==> src/pkg/line_fail_pkg.sv <==
// line_fail_pkg: constants, register map, state codes and carrier
// structs for the line failure and state monitor.
// assumes a single 10 MHz system clock and a 1 ms time base tick.
package line_fail_pkg;

    // ---------------------------------------------------------------
    // clock and time base
    // ---------------------------------------------------------------
    localparam int CLK_PERIOD_NS = 100;
    localparam int TICK_PERIOD_NS = 1000000;
    localparam int TICK_CYCLES_DEF = TICK_PERIOD_NS / CLK_PERIOD_NS;
    localparam int TICK_W = 16;
    localparam int TICK_PERIOD_MS = 1;

    // ---------------------------------------------------------------
    // declare and clear windows, nominal values in ms
    // ---------------------------------------------------------------
    localparam int FAIL_DECLARE_MS = 2500;
    localparam int FAIL_CLEAR_MS = 10000;
    localparam int PERSIST_MS = 2500;
    localparam int HIGH_ERR_MS = 30000;
    localparam int PEER_RETURN_MS = 6000;

    localparam int CNT_W = 16;
    localparam logic [CNT_W-1:0] FAIL_DECLARE_TICKS = CNT_W'(FAIL_DECLARE_MS / TICK_PERIOD_MS);
    localparam logic [CNT_W-1:0] FAIL_CLEAR_TICKS = CNT_W'(FAIL_CLEAR_MS / TICK_PERIOD_MS);
    localparam logic [CNT_W-1:0] PERSIST_TICKS = CNT_W'(PERSIST_MS / TICK_PERIOD_MS);
    localparam logic [CNT_W-1:0] HIGH_ERR_TICKS = CNT_W'(HIGH_ERR_MS / TICK_PERIOD_MS);
    localparam logic [CNT_W-1:0] PEER_RETURN_TICKS = CNT_W'(PEER_RETURN_MS / TICK_PERIOD_MS);

    // ---------------------------------------------------------------
    // register map (byte addresses) and fields
    // ---------------------------------------------------------------
    localparam int ADDR_W = 4;
    localparam logic [ADDR_W-1:0] REG_CTRL = 4'h0;
    localparam logic [ADDR_W-1:0] REG_CMD = 4'h4;
    localparam logic [ADDR_W-1:0] REG_STATUS = 4'h8;
    localparam logic [ADDR_W-1:0] REG_STATE = 4'hc;
    localparam int CTRL_W = 4;
    localparam logic [CTRL_W-1:0] CTRL_RESET = 4'h7;
    localparam int CMD_IDLE_BIT = 0;
    localparam int CMD_LISTEN_BIT = 1;
    localparam int STATUS_PEER_LATE_BIT = 7;

    // ---------------------------------------------------------------
    // central transceiver states, one-hot
    // ---------------------------------------------------------------
    typedef enum logic [9:0] {
        ST_SELFTEST     = 10'h001,
        ST_UNIT_FAIL    = 10'h002,
        ST_IDLE         = 10'h004,
        ST_QUIET_LISTEN = 10'h008,
        ST_INIT_HS      = 10'h010,
        ST_INIT_TRAIN   = 10'h020,
        ST_INIT_DIAG    = 10'h040,
        ST_DATA_MODE    = 10'h080,
        ST_RESYNC       = 10'h100,
        ST_RETRAIN      = 10'h200
    } state_t;

    // ---------------------------------------------------------------
    // carrier structs
    // ---------------------------------------------------------------
    typedef struct packed {
        logic diag_mode;
        logic short_init_en;
        logic retrain_en;
        logic resync_en;
    } ctrl_t;

    typedef struct packed {
        logic carrier_absent;
        logic bad_frame_defect;
        logic margin_deficit_ne;
        logic margin_deficit_fe;
    } defect_t;

    typedef struct packed {
        logic resync_needed_event;
        logic retrain_needed_event;
        logic full_reinit_event;
        logic short_reinit_event;
    } event_t;

    typedef struct packed {
        logic carrier_absent_fail;
        logic framing_gone_fail;
        logic carrier_absent_persist;
        logic framing_gone_persist;
    } failure_t;

    typedef struct packed {
        logic selftest_pass;
        logic selftest_fail;
        logic tone_request;
        logic hs_silent;
        logic hs_done;
        logic init_pass;
        logic init_fail;
        logic diag_done;
        logic resync_pass;
        logic retrain_pass;
    } seq_t;

endpackage

==> src/verilog/line_failure_state_monitor.sv <==
// line_failure_state_monitor: integrates line defects into failures and
// persistent failures, raises re-sync/re-init events and runs the
// central transceiver state machine; registers over avalon-mm.
// assumes defect, request and sequence inputs are synchronous to mclk_in.
//
// Added by the designer: the register addresses and the Avalon-MM register port.
`timescale 1ns/10ps

module line_failure_state_monitor
    import line_fail_pkg::*;
#(
    parameter logic [TICK_W-1:0] TICK_CYCLES = TICK_W'(TICK_CYCLES_DEF)
) (
    input wire logic mclk_in,
    input wire logic resetn_in,
    input wire defect_t defects_in,
    input wire event_t algo_req_in,
    input wire seq_t seq_in,
    input wire logic [ADDR_W-1:0] avs_address_in,
    input wire logic avs_read_in,
    input wire logic avs_write_in,
    input wire logic [31:0] avs_writedata_in,
    input wire logic [3:0] avs_byteenable_in,
    output logic [31:0] avs_readdata_out,
    output logic avs_waitrequest_out,
    output state_t state_out,
    output failure_t failures_out,
    output event_t events_out,
    output logic bad_frame_forced_out,
    output logic tx_on_out,
    output logic rx_on_out
);

    // ---------------------------------------------------------------
    // state record
    // ---------------------------------------------------------------
    typedef struct packed {
        state_t fsm;
        ctrl_t ctrl;
        logic [TICK_W-1:0] tick_cnt;
        logic [CNT_W-1:0] los_on;
        logic [CNT_W-1:0] los_off;
        logic [CNT_W-1:0] lof_on;
        logic [CNT_W-1:0] lof_off;
        logic [CNT_W-1:0] plos_cnt;
        logic [CNT_W-1:0] plof_cnt;
        logic [CNT_W-1:0] lom_cnt;
        logic [CNT_W-1:0] peer_cnt;
        failure_t fail;
        event_t evt;
        logic awaiting_peer;
        logic peer_late;
        logic sef_forced;
        logic tx_on;
        logic rx_on;
        logic waitreq;
        logic [31:0] rdata;
    } mon_state_t;

    mon_state_t st_r;
    mon_state_t st_nxt;

    // status word layout
    localparam int STAT_FAIL_MSB = 3;
    localparam int STAT_SEF_BIT = 4;
    localparam int STAT_AWAIT_BIT = 5;
    localparam int STAT_CA_BIT = 6;
    localparam int STATE_MSB = 9;

    // saturating window counter, restarts whenever its condition drops
    // saturation keeps a long defect from wrapping
    function automatic logic [CNT_W-1:0] run_cnt(input logic [CNT_W-1:0] c,
                                                 input logic cond,
                                                 input logic tick);
        logic [CNT_W-1:0] r;
        r = c;
        if (!cond) begin
            r = '0;
        end else if (tick && (c != '1)) begin
            r = c + 1'b1;
        end
        return r;
    endfunction

    // ---------------------------------------------------------------
    // next-state logic
    // ---------------------------------------------------------------
    logic tick;
    logic sef_eff;
    logic ca;
    logic lof_crit;
    logic los_declare;
    logic los_clear;
    logic lof_declare;
    logic lof_clear;
    logic persistent;
    logic high_err_pulse;
    logic in_data;
    logic e_resync;
    logic e_retrain;
    logic e_full;
    logic e_short;
    logic req;
    logic wr_go;
    logic cmd_idle;
    logic cmd_listen;
    logic peer_clr;
    logic dropped;
    logic [31:0] rd_mux;

    always_comb begin
        st_nxt = st_r;

        // fixed 1 ms time base for every window
        // a divider enable keeps one clock domain
        tick = (st_r.tick_cnt == TICK_CYCLES - 1'b1);
        st_nxt.tick_cnt = tick ? '0 : st_r.tick_cnt + 1'b1;

        // own forced bad-frame defect in resync and retrain counts too
        // so a failed resync ends on persistence
        ca = defects_in.carrier_absent;
        sef_eff = defects_in.bad_frame_defect | st_r.sef_forced;

        st_nxt.los_on = run_cnt(st_r.los_on, ca, tick);
        st_nxt.los_off = run_cnt(st_r.los_off, !ca, tick);
        st_nxt.lof_on = run_cnt(st_r.lof_on, sef_eff, tick);
        st_nxt.lof_off = run_cnt(st_r.lof_off, !sef_eff, tick);

        // carrier-absent failure
        // a full window declares even if the defect just fell
        lof_crit = (st_r.lof_on >= FAIL_DECLARE_TICKS);
        los_declare = !st_r.fail.carrier_absent_fail &&
                      ((st_r.los_on >= FAIL_DECLARE_TICKS) ||
                       (ca && lof_crit));
        los_clear = st_r.fail.carrier_absent_fail &&
                    (st_r.los_off >= FAIL_CLEAR_TICKS);

        // framing-gone failure, blocked by any carrier-absent condition
        // the clear term wins over a declare
        lof_declare = !st_r.fail.framing_gone_fail && lof_crit && !ca &&
                      !st_r.fail.carrier_absent_fail;
        lof_clear = st_r.fail.framing_gone_fail &&
                    (los_declare || (st_r.lof_off >= FAIL_CLEAR_TICKS));

        st_nxt.fail.carrier_absent_fail =
            los_declare | (st_r.fail.carrier_absent_fail & !los_clear);
        st_nxt.fail.framing_gone_fail =
            !lof_clear & (st_r.fail.framing_gone_fail | lof_declare);

        // persistence, held only while the base failure holds
        // the extra window lets the peer see the bits
        st_nxt.plos_cnt = run_cnt(st_r.plos_cnt, st_r.fail.carrier_absent_fail & ca, tick);
        st_nxt.plof_cnt = run_cnt(st_r.plof_cnt,
                                  st_r.fail.framing_gone_fail & sef_eff, tick);
        st_nxt.fail.carrier_absent_persist = st_nxt.fail.carrier_absent_fail &
            (st_r.fail.carrier_absent_persist | (st_r.plos_cnt >= PERSIST_TICKS));
        st_nxt.fail.framing_gone_persist = st_nxt.fail.framing_gone_fail &
            (st_r.fail.framing_gone_persist | (st_r.plof_cnt >= PERSIST_TICKS));
        persistent = st_r.fail.carrier_absent_persist | st_r.fail.framing_gone_persist;

        // margin deficit persistence as a high-error-ratio source
        // a saturated counter raises no repeats;
        // a crossing outside data mode is lost
        st_nxt.lom_cnt = run_cnt(st_r.lom_cnt,
            defects_in.margin_deficit_ne | defects_in.margin_deficit_fe, tick);
        high_err_pulse = (st_nxt.lom_cnt >= HIGH_ERR_TICKS) &&
                         (st_r.lom_cnt < HIGH_ERR_TICKS);

        // detector events only mean something in data mode
        // dropped outside it, never queued
        in_data = (st_r.fsm == ST_DATA_MODE);
        e_resync = in_data & algo_req_in.resync_needed_event;
        e_retrain = in_data & (algo_req_in.retrain_needed_event |
                               high_err_pulse);
        e_full = in_data & algo_req_in.full_reinit_event;
        e_short = in_data & algo_req_in.short_reinit_event;
        st_nxt.evt.resync_needed_event = e_resync;
        st_nxt.evt.retrain_needed_event = e_retrain;
        st_nxt.evt.full_reinit_event = e_full;
        st_nxt.evt.short_reinit_event = e_short;

        // bus: an access completes in the cycle waitrequest is low
        // one wait state always, for registered read data
        req = avs_read_in | avs_write_in;
        st_nxt.waitreq = !(st_r.waitreq && req);
        wr_go = !st_r.waitreq && avs_write_in && avs_byteenable_in[0];
        cmd_idle = wr_go && (avs_address_in == REG_CMD) &&
                   avs_writedata_in[CMD_IDLE_BIT];
        cmd_listen = wr_go && (avs_address_in == REG_CMD) &&
                     avs_writedata_in[CMD_LISTEN_BIT];
        peer_clr = wr_go && (avs_address_in == REG_STATUS) &&
                   avs_writedata_in[STATUS_PEER_LATE_BIT];
        if (wr_go && (avs_address_in == REG_CTRL)) begin
            st_nxt.ctrl = avs_writedata_in[CTRL_W-1:0];
        end

        // central transceiver state machine
        // unknown codes restart at selftest
        unique case (st_r.fsm)
            ST_SELFTEST: begin
                if (seq_in.selftest_fail) begin
                    st_nxt.fsm = ST_UNIT_FAIL;
                end else if (seq_in.selftest_pass) begin
                    st_nxt.fsm = ST_IDLE;
                end
            end
            ST_UNIT_FAIL: begin
                // only a reset leaves a failed unit
                st_nxt.fsm = ST_UNIT_FAIL;
            end
            ST_IDLE: begin
                if (cmd_listen) begin
                    st_nxt.fsm = ST_QUIET_LISTEN;
                end
            end
            ST_QUIET_LISTEN: begin
                if (seq_in.tone_request) begin
                    st_nxt.fsm = ST_INIT_HS;
                end
            end
            ST_INIT_HS: begin
                if (seq_in.hs_silent) begin
                    st_nxt.fsm = ST_QUIET_LISTEN;
                end else if (seq_in.hs_done) begin
                    st_nxt.fsm = st_r.ctrl.diag_mode ? ST_INIT_DIAG : ST_INIT_TRAIN;
                end
            end
            ST_INIT_TRAIN: begin
                if (seq_in.init_fail) begin
                    st_nxt.fsm = ST_QUIET_LISTEN;
                end else if (seq_in.init_pass) begin
                    st_nxt.fsm = ST_DATA_MODE;
                end
            end
            ST_INIT_DIAG: begin
                if (seq_in.diag_done) begin
                    st_nxt.fsm = ST_QUIET_LISTEN;
                end
            end
            ST_DATA_MODE: begin
                // persistent failure outranks the detector events
                if (persistent || e_full) begin
                    st_nxt.fsm = ST_QUIET_LISTEN;
                end else if (e_short) begin
                    st_nxt.fsm = st_r.ctrl.short_init_en ? ST_INIT_TRAIN
                                                         : ST_QUIET_LISTEN;
                end else if (e_resync) begin
                    st_nxt.fsm = st_r.ctrl.resync_en ? ST_RESYNC
                                                     : ST_QUIET_LISTEN;
                end else if (e_retrain) begin
                    st_nxt.fsm = st_r.ctrl.retrain_en ? ST_RETRAIN
                                                      : ST_QUIET_LISTEN;
                end
            end
            ST_RESYNC: begin
                // failed attempt just waits for the persistent failure
                if (persistent) begin
                    st_nxt.fsm = ST_QUIET_LISTEN;
                end else if (seq_in.resync_pass) begin
                    st_nxt.fsm = ST_DATA_MODE;
                end
            end
            ST_RETRAIN: begin
                if (persistent) begin
                    st_nxt.fsm = ST_QUIET_LISTEN;
                end else if (seq_in.retrain_pass) begin
                    st_nxt.fsm = ST_DATA_MODE;
                end
            end
            default: begin
                st_nxt.fsm = ST_SELFTEST;
            end
        endcase

        // host idle command wins everywhere except selftest and unit fail
        // selftest and unit fail ignore the host commands
        if (cmd_idle && (st_r.fsm != ST_SELFTEST) && (st_r.fsm != ST_UNIT_FAIL)) begin
            st_nxt.fsm = ST_IDLE;
        end

        // forced bad-frame defect tracks resync and retrain
        st_nxt.sef_forced = (st_nxt.fsm == ST_RESYNC) || (st_nxt.fsm == ST_RETRAIN);

        // line drivers; resync and retrain keep the data signal on
        // idle and quiet listen keep the line silent
        st_nxt.tx_on = (st_nxt.fsm == ST_INIT_HS) || (st_nxt.fsm == ST_INIT_TRAIN) ||
                       (st_nxt.fsm == ST_INIT_DIAG) || (st_nxt.fsm == ST_DATA_MODE) ||
                       st_nxt.sef_forced;
        st_nxt.rx_on = st_nxt.tx_on || (st_nxt.fsm == ST_QUIET_LISTEN);

        // peer return watch after a drop from data signal
        // only a drop from a live signal arms the watch
        dropped = (in_data || st_r.sef_forced) && (st_nxt.fsm == ST_QUIET_LISTEN);
        st_nxt.awaiting_peer = dropped ||
                               (st_r.awaiting_peer && (st_nxt.fsm == ST_QUIET_LISTEN));
        st_nxt.peer_cnt = run_cnt(st_r.peer_cnt, st_r.awaiting_peer, tick);
        // set wins over a software clear in the same cycle
        // clears only by a one written to its status bit
        st_nxt.peer_late = (st_r.awaiting_peer && (st_r.peer_cnt >= PEER_RETURN_TICKS)) ||
                           (st_r.peer_late && !peer_clr);

        // read data, captured the cycle before waitrequest drops
        // address holds through the wait cycle
        rd_mux = '0;
        unique case (avs_address_in)
            REG_CTRL: rd_mux[CTRL_W-1:0] = st_r.ctrl;
            REG_STATUS: begin
                rd_mux[STAT_FAIL_MSB:0] = st_r.fail;
                rd_mux[STAT_SEF_BIT] = sef_eff;
                rd_mux[STAT_AWAIT_BIT] = st_r.awaiting_peer;
                rd_mux[STAT_CA_BIT] = ca;
                rd_mux[STATUS_PEER_LATE_BIT] = st_r.peer_late;
            end
            REG_STATE: rd_mux[STATE_MSB:0] = st_r.fsm;
            default: rd_mux = '0;
        endcase
        if (st_r.waitreq && avs_read_in) begin
            st_nxt.rdata = rd_mux;
        end
    end

    // ---------------------------------------------------------------
    // state register
    // ---------------------------------------------------------------
    // reset loads constants only
    always_ff @(posedge mclk_in or negedge resetn_in) begin
        if (!resetn_in) begin
            st_r <= '0;
            st_r.fsm <= ST_SELFTEST;
            st_r.ctrl <= CTRL_RESET;
            st_r.waitreq <= 1'b1;
        end else begin
            st_r <= st_nxt;
        end
    end

    // ---------------------------------------------------------------
    // outputs, straight from the state register
    // ---------------------------------------------------------------
    // no logic after the registers
    assign avs_readdata_out = st_r.rdata;
    assign avs_waitrequest_out = st_r.waitreq;
    assign state_out = st_r.fsm;
    assign failures_out = st_r.fail;   // indicator bits toward the peer
    assign events_out = st_r.evt;
    assign bad_frame_forced_out = st_r.sef_forced;
    assign tx_on_out = st_r.tx_on;
    assign rx_on_out = st_r.rx_on;

endmodule

==> config.mk <==
export PLATFORM = sky130hd
export DESIGN_NAME = line_failure_state_monitor
export DESIGN_NICKNAME = d
export VERILOG_FILES = /design/src/pkg/line_fail_pkg.sv /design/src/verilog/line_failure_state_monitor.sv
export SDC_FILE = /design/constraint.sdc
export NUM_CORES = 1
export LEC_CHECK = 0
export ABC_AREA = 1
export BUFFER_PORTS_ARGS = -buffer_cell sky130_fd_sc_hd__buf_4
export CAP_MARGIN = 20
export CORE_ASPECT_RATIO = 1.75
export CORE_MARGIN = 5
export CORE_UTILIZATION = 40
export DETAILED_ROUTE_END_ITERATION = 6
export GPL_TIMING_DRIVEN = 0
export HOLD_SLACK_MARGIN = 0.1
export SKIP_LAST_GASP = 1
export SYNTH_ARGS = -nofsm -noshare
export SYNTH_HDL_FRONTEND = slang
export SYNTH_SLANG_ARGS = --single-unit
==> constraint.sdc <==
create_clock -name mclk_in -period 5.9 [get_ports mclk_in]
set_input_delay 0.295 -clock mclk_in [delete_from_list [all_inputs] [get_ports mclk_in]]
set_output_delay 0.295 -clock mclk_in [all_outputs]
set_load 0.02 [all_outputs]
# Word-level counts from Yosys, hierarchy flattened
# Index checks and enable logic that the tools add are counted.
word_totals:
  elab_cells: 200
  output_inout_bits: 54
  input_bits: 62
  ff_bits: 182
op_classes:
  add_sub_neg: 9
  eq_ne: 36
  bitwise: 19
  n_mux: 43
  reduce_logical: 55
  magnitude_cmp: 9
ops:
  columns: ["operator", "n"]
  rows:
  - ["$mux 16", 17]
  - ["$mux 10", 19]
  - ["$add 16x1->16 const B", 9]
  - ["$ne 16x16->1 const B", 8]
  - ["$pmux 10 s10", 1]
  - ["$ge 16x12->1 const B", 4]
  - ["$ge 16x14->1 const B", 2]
  - ["$logic_and 1x1->1", 32]
  - ["$eq 10x10->1 const B", 2]
  - ["$eq 10x4->1 const B", 2]
  - ["$eq 10x5->1 const B", 2]
  - ["$eq 10x6->1 const B", 2]
  - ["$eq 10x7->1 const B", 2]
  - ["$eq 10x8->1 const B", 2]
  - ["$eq 10x9->1 const B", 2]
  - ["$eq 16x14->1 const B", 1]
  - ["$ge 16x13->1 const B", 1]
  - ["$ge 16x15->1 const B", 1]
  - ["$lt 16x15->1 const B", 1]
  - ["$logic_or 1x1->1", 12]
  - ["$pmux 4 s3", 1]
  - ["$and 1x1->1", 10]
  - ["$eq 10x1->1 const B", 1]
  - ["$eq 10x2->1 const B", 1]
  - ["15 further kinds", 36]

# Logic depth before layout (Yosys ltp)
# Gate-level depths: netlist of run 1.
depth:
  word_depth: 20
  depth_mapped: 25

# Worst setup path after synthesis of run 1
# No wires, ideal clock.
synth_path:
  path_kind: "register to register"
  start: "register st_r[174] in the netlist's numbering"
  end: "register st_r[125] in the netlist's numbering"
  required_ns: 5.823
  t_arrival_ns: 2.328
  path_slack_ns: 3.494
  path_buffers: 1
  stages_incl_launch_ff: 20
  path_cell_list: "dfrtp_1 ha_1 nand2_1 nor2_4 nand3_4 nor2_8 inv_4 a21oi_2 or2_1 buf_4 nand3_4 nor2_4 nand2_2 nor2_4 nand2_2 nor2_4 nand4_1 clkinv_1 o21ai_1 a21oi_1"
synth_via:
  elab_chain_len: 3
synth_rtl:
  columns: ["item", "line_no", "rtl"]
  rows:
  - ["start, declared", "line_failure_state_monitor.sv:60", "mon_state_t st_r;"]
  - ["start signal, assigned", "line_failure_state_monitor.sv:333", "st_r <= st_nxt;"]
  - ["$eq 16x14->1", "line_failure_state_monitor.sv:116", "tick = (st_r.tick_cnt == TICK_CYCLES - 1'b1);"]
  - ["$logic_and 1x1->1", "line_failure_state_monitor.sv:79", "end else if (tick && (c != '1)) begin"]
  - ["$reduce_bool 2->1 (no line)", null, null]
# No other way between the ends.
# A chain may end at the register's enable or synchronous reset.

==> out/results.md, run 1 <==
• TritonRoute pass-1 iters: 7
• worst-case headroom to the max-slew limit: 0.414
• antenna-violating nets left: 0
• number of antenna violations at the first check in global routing: 0
• # fillers: 2682
• Clock Latency Late Sink: 0.45 ns
• clock slew at reported path FFs: 0.07 ns
• final max-slew violation count: 0
• Total Neg Setup Slack: 0 ns
• number of levels in the clock H-tree: 4
• Synth Register Bits: 182
• final worst path period share: 0.510
• clock tree root driver cell: sky130_fd_sc_hd__clkbuf_16
• share of synthesized flip-flops with an asynchronous set or reset: 1.00
• worst supply voltage drop on vdd: 0.191 mV
• number of distinct library cells after synthesis: 49
• Seq/Total Area, Yosys: 0.425
• average routed wire per standard cell: 14.3 µm
• maximum number of pins on one net before global-route repair: 109
• start-to-end type of the worst setup path: flip-flop to flip-flop
• Layout Utilization: 0.466
• class of the tightest hold or removal check: primary input to flip-flop
• Post-route DRC: 0
• post-synthesis cell count: 1443
• area of the die: 30300 µm²
• clock sink count: 182
• remaining global-route overflow: 0
• die height: 227 µm
• layout-stage area growth over the synthesis result: 15.1%
• leakage power: 5.64 nW
• post-placement cell count: 1852
• number of nets in the final layout: 1633
• PortBufs: 63
• post-placement cell area: 11700 µm²
• Fmax achieved: 0.332 GHz
• # rows: 79
• antenna fix cells: 0
• Synthesis Warnings: 0
• hold violation count in the final report: 0
• post-DP HPWL: 20.6 mm
• overall global routing resource usage: 0.183
• number of hold buffers added after cts: 8
• Max-cap violations: 0
• worst hold slack across all endpoints: 0.155 ns
• routed via count divided by cell count: 5.14
• Min Clock Period, post-route: 3.01 ns
• peak fanout along the critical path: 10
• Post-Synthesis Cell Area: 10700 µm²
• io pins: 116
• vias in the first global route: 9613
• sort of element at the start of the critical path: flip-flop
• post-synthesis area per instance: 7.43 µm²
• first-pass GRT wire length: 45.2 mm
• kind of capture point of the worst setup path: flip-flop
• Final setup viols: 0
• TritonCTS clock tree: done
• commonest register cell after synthesis: sky130_fd_sc_hd__dfrtp_1
• required time at the endpoint of the critical path: 6.20 ns
• CTS Buf Count: 17
• Starting Density: 0.405
• vias after detailed routing: 9722
• count of flip-flops with a built-in enable after synthesis: 0
• outcome: completed
• wire length on met2: 14.4 mm
• post_cts resized: 0
• Core ar.: 26500 µm²
• Arrival @ worst endpoint: 3.31 ns
• leading cell type in the layout, fill and taps excluded: sky130_fd_sc_hd__nand2_1
• width of the die: 134 µm
• final cell area excluding filler cells: 12300 µm²
• startpoint of the worst hold path: avs_writedata_in[0]
• weighted congestion reported at the end of routability-driven placement: 0.907
• Starting DRT DRC Count: 590
• Least-Margin Pin Slew: 0.879 ns
• final worst clock skew: 0.00853 ns
• Setup Buffers After CTS: 0
• most used cells in the layout excluding fill and tap cells: 259 x sky130_fd_sc_hd__nand2_1, 236 x sky130_fd_sc_hd__inv_1, 177 x sky130_fd_sc_hd__dfrtp_1
• Cell Count, Final, Fillers Out: 1892
• final routed wirelength across all metal layers: 27.0 mm
• CTS max path bufs: 2
• highest metal layer with signal wires: met4
• ratio of total power to cell area: 224 nW/µm²
• met3 WL post-DR: 826 µm
• fraction of layout instances using a drive strength above 1: 0.117
• FF-to-FF Start: st_r[62]$_DFF_PN0_
• crit path launch: st_r[62]$_DFF_PN0_
• RSZ-0062 raised after global routing: false
• wire length on met1: 11.0 mm
==> area by class of cell <==
type                       instances  area [µm²]  area share
buffer                            62         433      0.0351
clock buffer                      25         475      0.0385
clock inverter                     7        72.6     0.00588
inverter                         246         926      0.0750
multi-input combinational        974        4880       0.396
sequential                       182        4560       0.369
tap                              324         405      0.0328
timing repair buffer              72         588      0.0476
==> per-layer routing <==
layer	track usage	vias up
met1	0.206	4586
li1	-	4922
met3	0.0231	47
met2	0.345	167
met5	0	-
met4	0.0774	0
==> path summary, 6_finish.rpt <==
path / end / slack (ns) / cells after the start
min reg2reg: st_r[48]$_DFFE_PN0P_ / 0.45 / 1
min in group asynchronous: st_r[68]$_DFF_PN0_ / 0.45 / 2
max: tx_on_out$_DFF_PN0_ / 2.89 / 21
max reg2reg: tx_on_out$_DFF_PN0_ / 2.89 / 21
max in group asynchronous: state_out[0]$_DFF_PN1_ / 4.46 / 3
min: st_r[190]$_DFFE_PN1P_ / 0.16 / 3
==> cell families after synthesis <==
kind of cell               after synthesis  share of synthesized area
AOI/OAI and AO/OA                      269                      0.143
adders and majority gates               16                     0.0187
and+or+nand+nor                        657                      0.277
muxes                                    1                    0.00105
xor gates and xnor gates                 9                    0.00735
DFF                                    182                      0.425
other                                    1                   0.000350
buffers and inverters                  308                      0.127
==> worst max-delay path: stages (launching register included) <==
cell and delay, ns:
sky130_fd_sc_hd__dfrtp_1 0.46, sky130_fd_sc_hd__ha_1 0.25, sky130_fd_sc_hd__inv_1 0.09, sky130_fd_sc_hd__nor2_4 0.20, sky130_fd_sc_hd__nand2_2 0.10, sky130_fd_sc_hd__nor2_2 0.13
sky130_fd_sc_hd__nor2_1 0.07, sky130_fd_sc_hd__buf_2 0.19, sky130_fd_sc_hd__nand2_1 0.07, sky130_fd_sc_hd__o21ai_0 0.10, sky130_fd_sc_hd__o21ai_0 0.16, sky130_fd_sc_hd__nand2_1 0.12
sky130_fd_sc_hd__nand3_1 0.11, sky130_fd_sc_hd__nand2_1 0.05, sky130_fd_sc_hd__nand2_1 0.07, sky130_fd_sc_hd__nand2_1 0.12, sky130_fd_sc_hd__nand2_1 0.14, sky130_fd_sc_hd__nand2_1 0.08
sky130_fd_sc_hd__nand3_1 0.08, sky130_fd_sc_hd__o21ai_0 0.09, sky130_fd_sc_hd__nand2_1 0.06, sky130_fd_sc_hd__nand4_1 0.11
==> Yosys cell counts (all sizes together) (3+ instances only) <==
cell / instances / area share
o21ai: 107 / 0.050
o32ai: 3 / 0.0025
o21a: 7 / 0.0049
nand3: 89 / 0.045
o31ai: 4 / 0.0028
nor4: 20 / 0.012
buf: 53 / 0.037
a221oi: 7 / 0.0057
nor3: 77 / 0.036
a31oi: 10 / 0.0058
nand4: 25 / 0.015
a211oi: 14 / 0.0098
dfrtp: 177 / 0.41
clkbuf: 9 / 0.0031
nor2: 172 / 0.070
o22ai: 6 / 0.0035
o211ai: 4 / 0.0028
dfstp: 5 / 0.012
nor3b: 6 / 0.0042
nand2: 265 / 0.094
a21oi: 96 / 0.045
clkinv: 5 / 0.0018
ha: 16 / 0.019
inv: 241 / 0.085
xor2: 7 / 0.0057
==> registers in the layout, indices dropped and copies added (netlist names) <==
signal and cells:
avs_readdata_out 10, bad_frame_forced_out 1, st_r 150, rx_on_out 1
state_out 10, failures_out 4, tx_on_out 1, events_out 4
avs_waitrequest_out 1
==> through the flow <==
step | power, mW | setup slack (ns)
after detailed placement | 1.68 | 2.85
after global placement | 1.68 | 2.86
after global routing | 2.88 | 2.49
after floorplan | 1.54 | 3.49
final | 2.76 | 2.89
after CTS | 2.80 | 2.84
==> power breakdown <==
| part | internal, mW | total, mW | switching (mW) |
|---|---|---|---|
| sequential | 1.28 | 1.32 | 0.0311 |
| clock | 0.604 | 1.10 | 0.495 |
| combinational | 0.118 | 0.349 | 0.231 |
| total | 2.01 | 2.76 | 0.757 |
No activity file was read; power rests on OpenSTA's default activity.
==> run 2, diff against run 1 <==
- clock period: 5.9 -> 3.1 ns (I/O delays scaled with it)
==> run 2 against run 1 <==
  * Total power increased by 91%
  * Cell count increased by 0.85%
  * Core utilization increased by 0.71 points
  * Global-route usage increased by 0.061 points
  * Setup slack got worse by 2.7 ns
  * Critical endpoint is now st_r[124]$_DFFE_PN0P_
  * Sequential power increased by 89%
  * Highest routed layer unchanged
  * Largest power group unchanged
  * Combinational power increased by 95%
  * Largest cell class unchanged
==> out/results.md, run 2 (synthesis gave the netlist of run 1 again) <==
• sort of element at the start of the critical path: flip-flop
• leading cell type in the layout, fill and taps excluded: sky130_fd_sc_hd__nand2_1
• antenna fix cells: 0
• Total Neg Setup Slack: 0 ns
• worst-case headroom to the max-slew limit: 0.419
• number of nets in the final layout: 1649
• sequential share of power: 0.475
• width of the die: 134 µm
• Layout Utilization: 0.473
• Switching Fraction: 0.274
• antenna-violating nets left: 0
• start-to-end type of the worst setup path: flip-flop to flip-flop
• Cell Count, Final, Fillers Out: 1908
• part of the total power dissipated in combinational logic: 0.129
• required time at the endpoint of the critical path: 3.44 ns
• PortBufs: 63
• final max-slew violation count: 0
• number of flip-flops under the largest register name: 150
• fraction of layout instances using a drive strength above 1: 0.123
• part of the power in the clock network: 0.396
• overall global routing resource usage: 0.184
• TritonRoute pass-1 iters: 5
• Post-route DRC: 0
• first-pass GRT wire length: 45.4 mm
• Max-cap violations: 0
• CP Depth: 17
• die height: 227 µm
• Starting DRT DRC Count: 607
• TritonCTS clock tree: done
• area of the die: 30300 µm²
• layout-stage area growth over the synthesis result: 16.9%
• crit-path cells: ha_1, nand2_1, nor2_4, nand3_4, nor2_8, inv_4, a21oi_4, or2_1, buf_4, nand2_1, nor2_2, nand2_2, nor2_2, nand3_1, nor2_2, nand2_1, a221oi_1
• io pins: 116
• Worst path top cell family by delay: simple AND/OR/NAND/NOR gates
• ratio of total power to cell area: 421 nW/µm²
• total buffers and inverters traversed by the critical path: 2
• slowest CP cell: sky130_fd_sc_hd__dfrtp_1
• final routed wirelength across all metal layers: 27.2 mm
• clock slew at reported path FFs: 0.07 ns
• final cell area excluding filler cells: 12500 µm²
• register ranked first by flip-flop count: st_r
• leakage power: 5.71 nW
• Clock Latency Late Sink: 0.45 ns
• Core ar.: 26500 µm²
• weighted congestion reported at the end of routability-driven placement: 0.907
• sum of internal, switching and leakage power: 5.27 mW
• final worst path period share: 0.923
• Fmax achieved: 0.350 GHz
• outcome: completed
• # fillers: 2674
• routed via count divided by cell count: 5.13
• Min Clock Period, post-route: 2.86 ns
• worst supply voltage drop on vdd: 0.363 mV
• post-DP HPWL: 20.6 mm
• Internal: 3.83 mW
• clock sink count: 182
• power spent charging and discharging nets: 1.45 mW
• clock tree root driver cell: sky130_fd_sc_hd__clkbuf_16
• vias in the first global route: 9646
• Arrival @ worst endpoint: 3.20 ns
• most used cells in the layout excluding fill and tap cells: 257 x sky130_fd_sc_hd__nand2_1, 236 x sky130_fd_sc_hd__inv_1, 176 x sky130_fd_sc_hd__dfrtp_1
• post-placement cell area: 11700 µm²
• remaining global-route overflow: 0
• slowest cell delay on critical path: 0.36 ns
• number of antenna violations at the first check in global routing: 0
• average routed wire per standard cell: 14.3 µm
• class of the tightest hold or removal check: primary input to flip-flop
• CTS max path bufs: 2
• hold path cells: 5
• RSZ-0062 raised after global routing: false
• Starting Density: 0.405
• post-placement cell count: 1852
• final worst clock skew: 0.00876 ns
• kind of capture point of the worst setup path: flip-flop
• CTS Buf Count: 17
• Least-Margin Pin Slew: 0.872 ns
• # rows: 79
• peak fanout along the critical path: 8
• maximum number of pins on one net before global-route repair: 109
• number of levels in the clock H-tree: 4
• vias after detailed routing: 9794
• depth of the worst register-to-register path: 17
• hold violation count in the final report: 0
• Final setup viols: 0
-- run 2: cell types whose count changed in the layout (fill, tap and decap cells not counted), moves of 2 or more --
cell                            delta
sky130_fd_sc_hd__buf_4             +5
sky130_fd_sc_hd__dlygate4sd3_1    +11
sky130_fd_sc_hd__nand2_1           -2
sky130_fd_sc_hd__nand2_2           +2
sky130_fd_sc_hd__nor2_1            -2
-- run 2: power by group through the flow --
stage	Sequential, mW	Combinational, mW	Clock [mW]
floorplan	2.53	0.393	0
CTS	2.50	0.682	2.15
global placement	2.55	0.648	0
global route	2.51	0.761	2.22
detailed placement	2.55	0.658	0
finish	2.50	0.681	2.09
-- run 2: tightest hold or removal path, cell delays in order --
cell	delay, ns
sky130_fd_sc_hd__buf_4	0.08
sky130_fd_sc_hd__inv_1	0.04
sky130_fd_sc_hd__nand2_2	0.11
sky130_fd_sc_hd__nand2_2	0.08
sky130_fd_sc_hd__inv_1	0.05
-- run 2: final timing paths --
path	start	endpoint	slack (ns)
setup / recovery	st_r[174]$_DFF_PN0_	st_r[124]$_DFFE_PN0P_	0.24
max in group asynchronous	resetn_in	state_out[0]$_DFF_PN1_	1.81
hold / removal	algo_req_in[2]	events_out[2]$_DFF_PN0_	0.09
min in group asynchronous	resetn_in	st_r[69]$_DFF_PN0_	0.31
setup reg to reg	st_r[174]$_DFF_PN0_	st_r[124]$_DFFE_PN0P_	0.24
hold reg to reg	st_r[48]$_DFFE_PN0P_	st_r[48]$_DFFE_PN0P_	0.45
-- run 2: through the flow --
stage / worst slack, ns / hold WS, ns
after floorplan: 0.694 / -0.141
after global placement: 0.0914 / 0.327
after detailed placement: 0.0588 / 0.288
after CTS: 0.0385 / 0.103
after global routing: 0.00924 / 0.125
final: 0.239 / 0.0940
-- run 2: what timing repair did --
item	4_1_cts	5_1_grt
resized for setup	0	13
buffers inserted	0	5
hold buffers	19	0
endpoints found under the hold margin	131	0
setup endpoints to repair	0	16
-- run 2: cell type report --
| cell class | count | area [µm²] | share of cell area |
|---|---|---|---|
| buffer | 62 | 439 | 0.0350 |
| clock buffer | 25 | 475 | 0.0379 |
| clock inverter | 7 | 72.6 | 0.00579 |
| inverter | 246 | 926 | 0.0739 |
| multi-input combinational | 974 | 4920 | 0.392 |
| sequential | 182 | 4560 | 0.364 |
| tap | 324 | 405 | 0.0323 |
| timing repair buffer | 88 | 736 | 0.0587 |
-- run 2: layer usage --
layer  part of all wire  up-vias  wire length [µm]  global-route usage
li1                   -     4942                 -                   -
met1               0.40     4597             11000               0.206
met2               0.54      206             14600               0.348
met3              0.031       49               856              0.0226
met4              0.028        0               764              0.0774
met5                  0        -                 0                   0
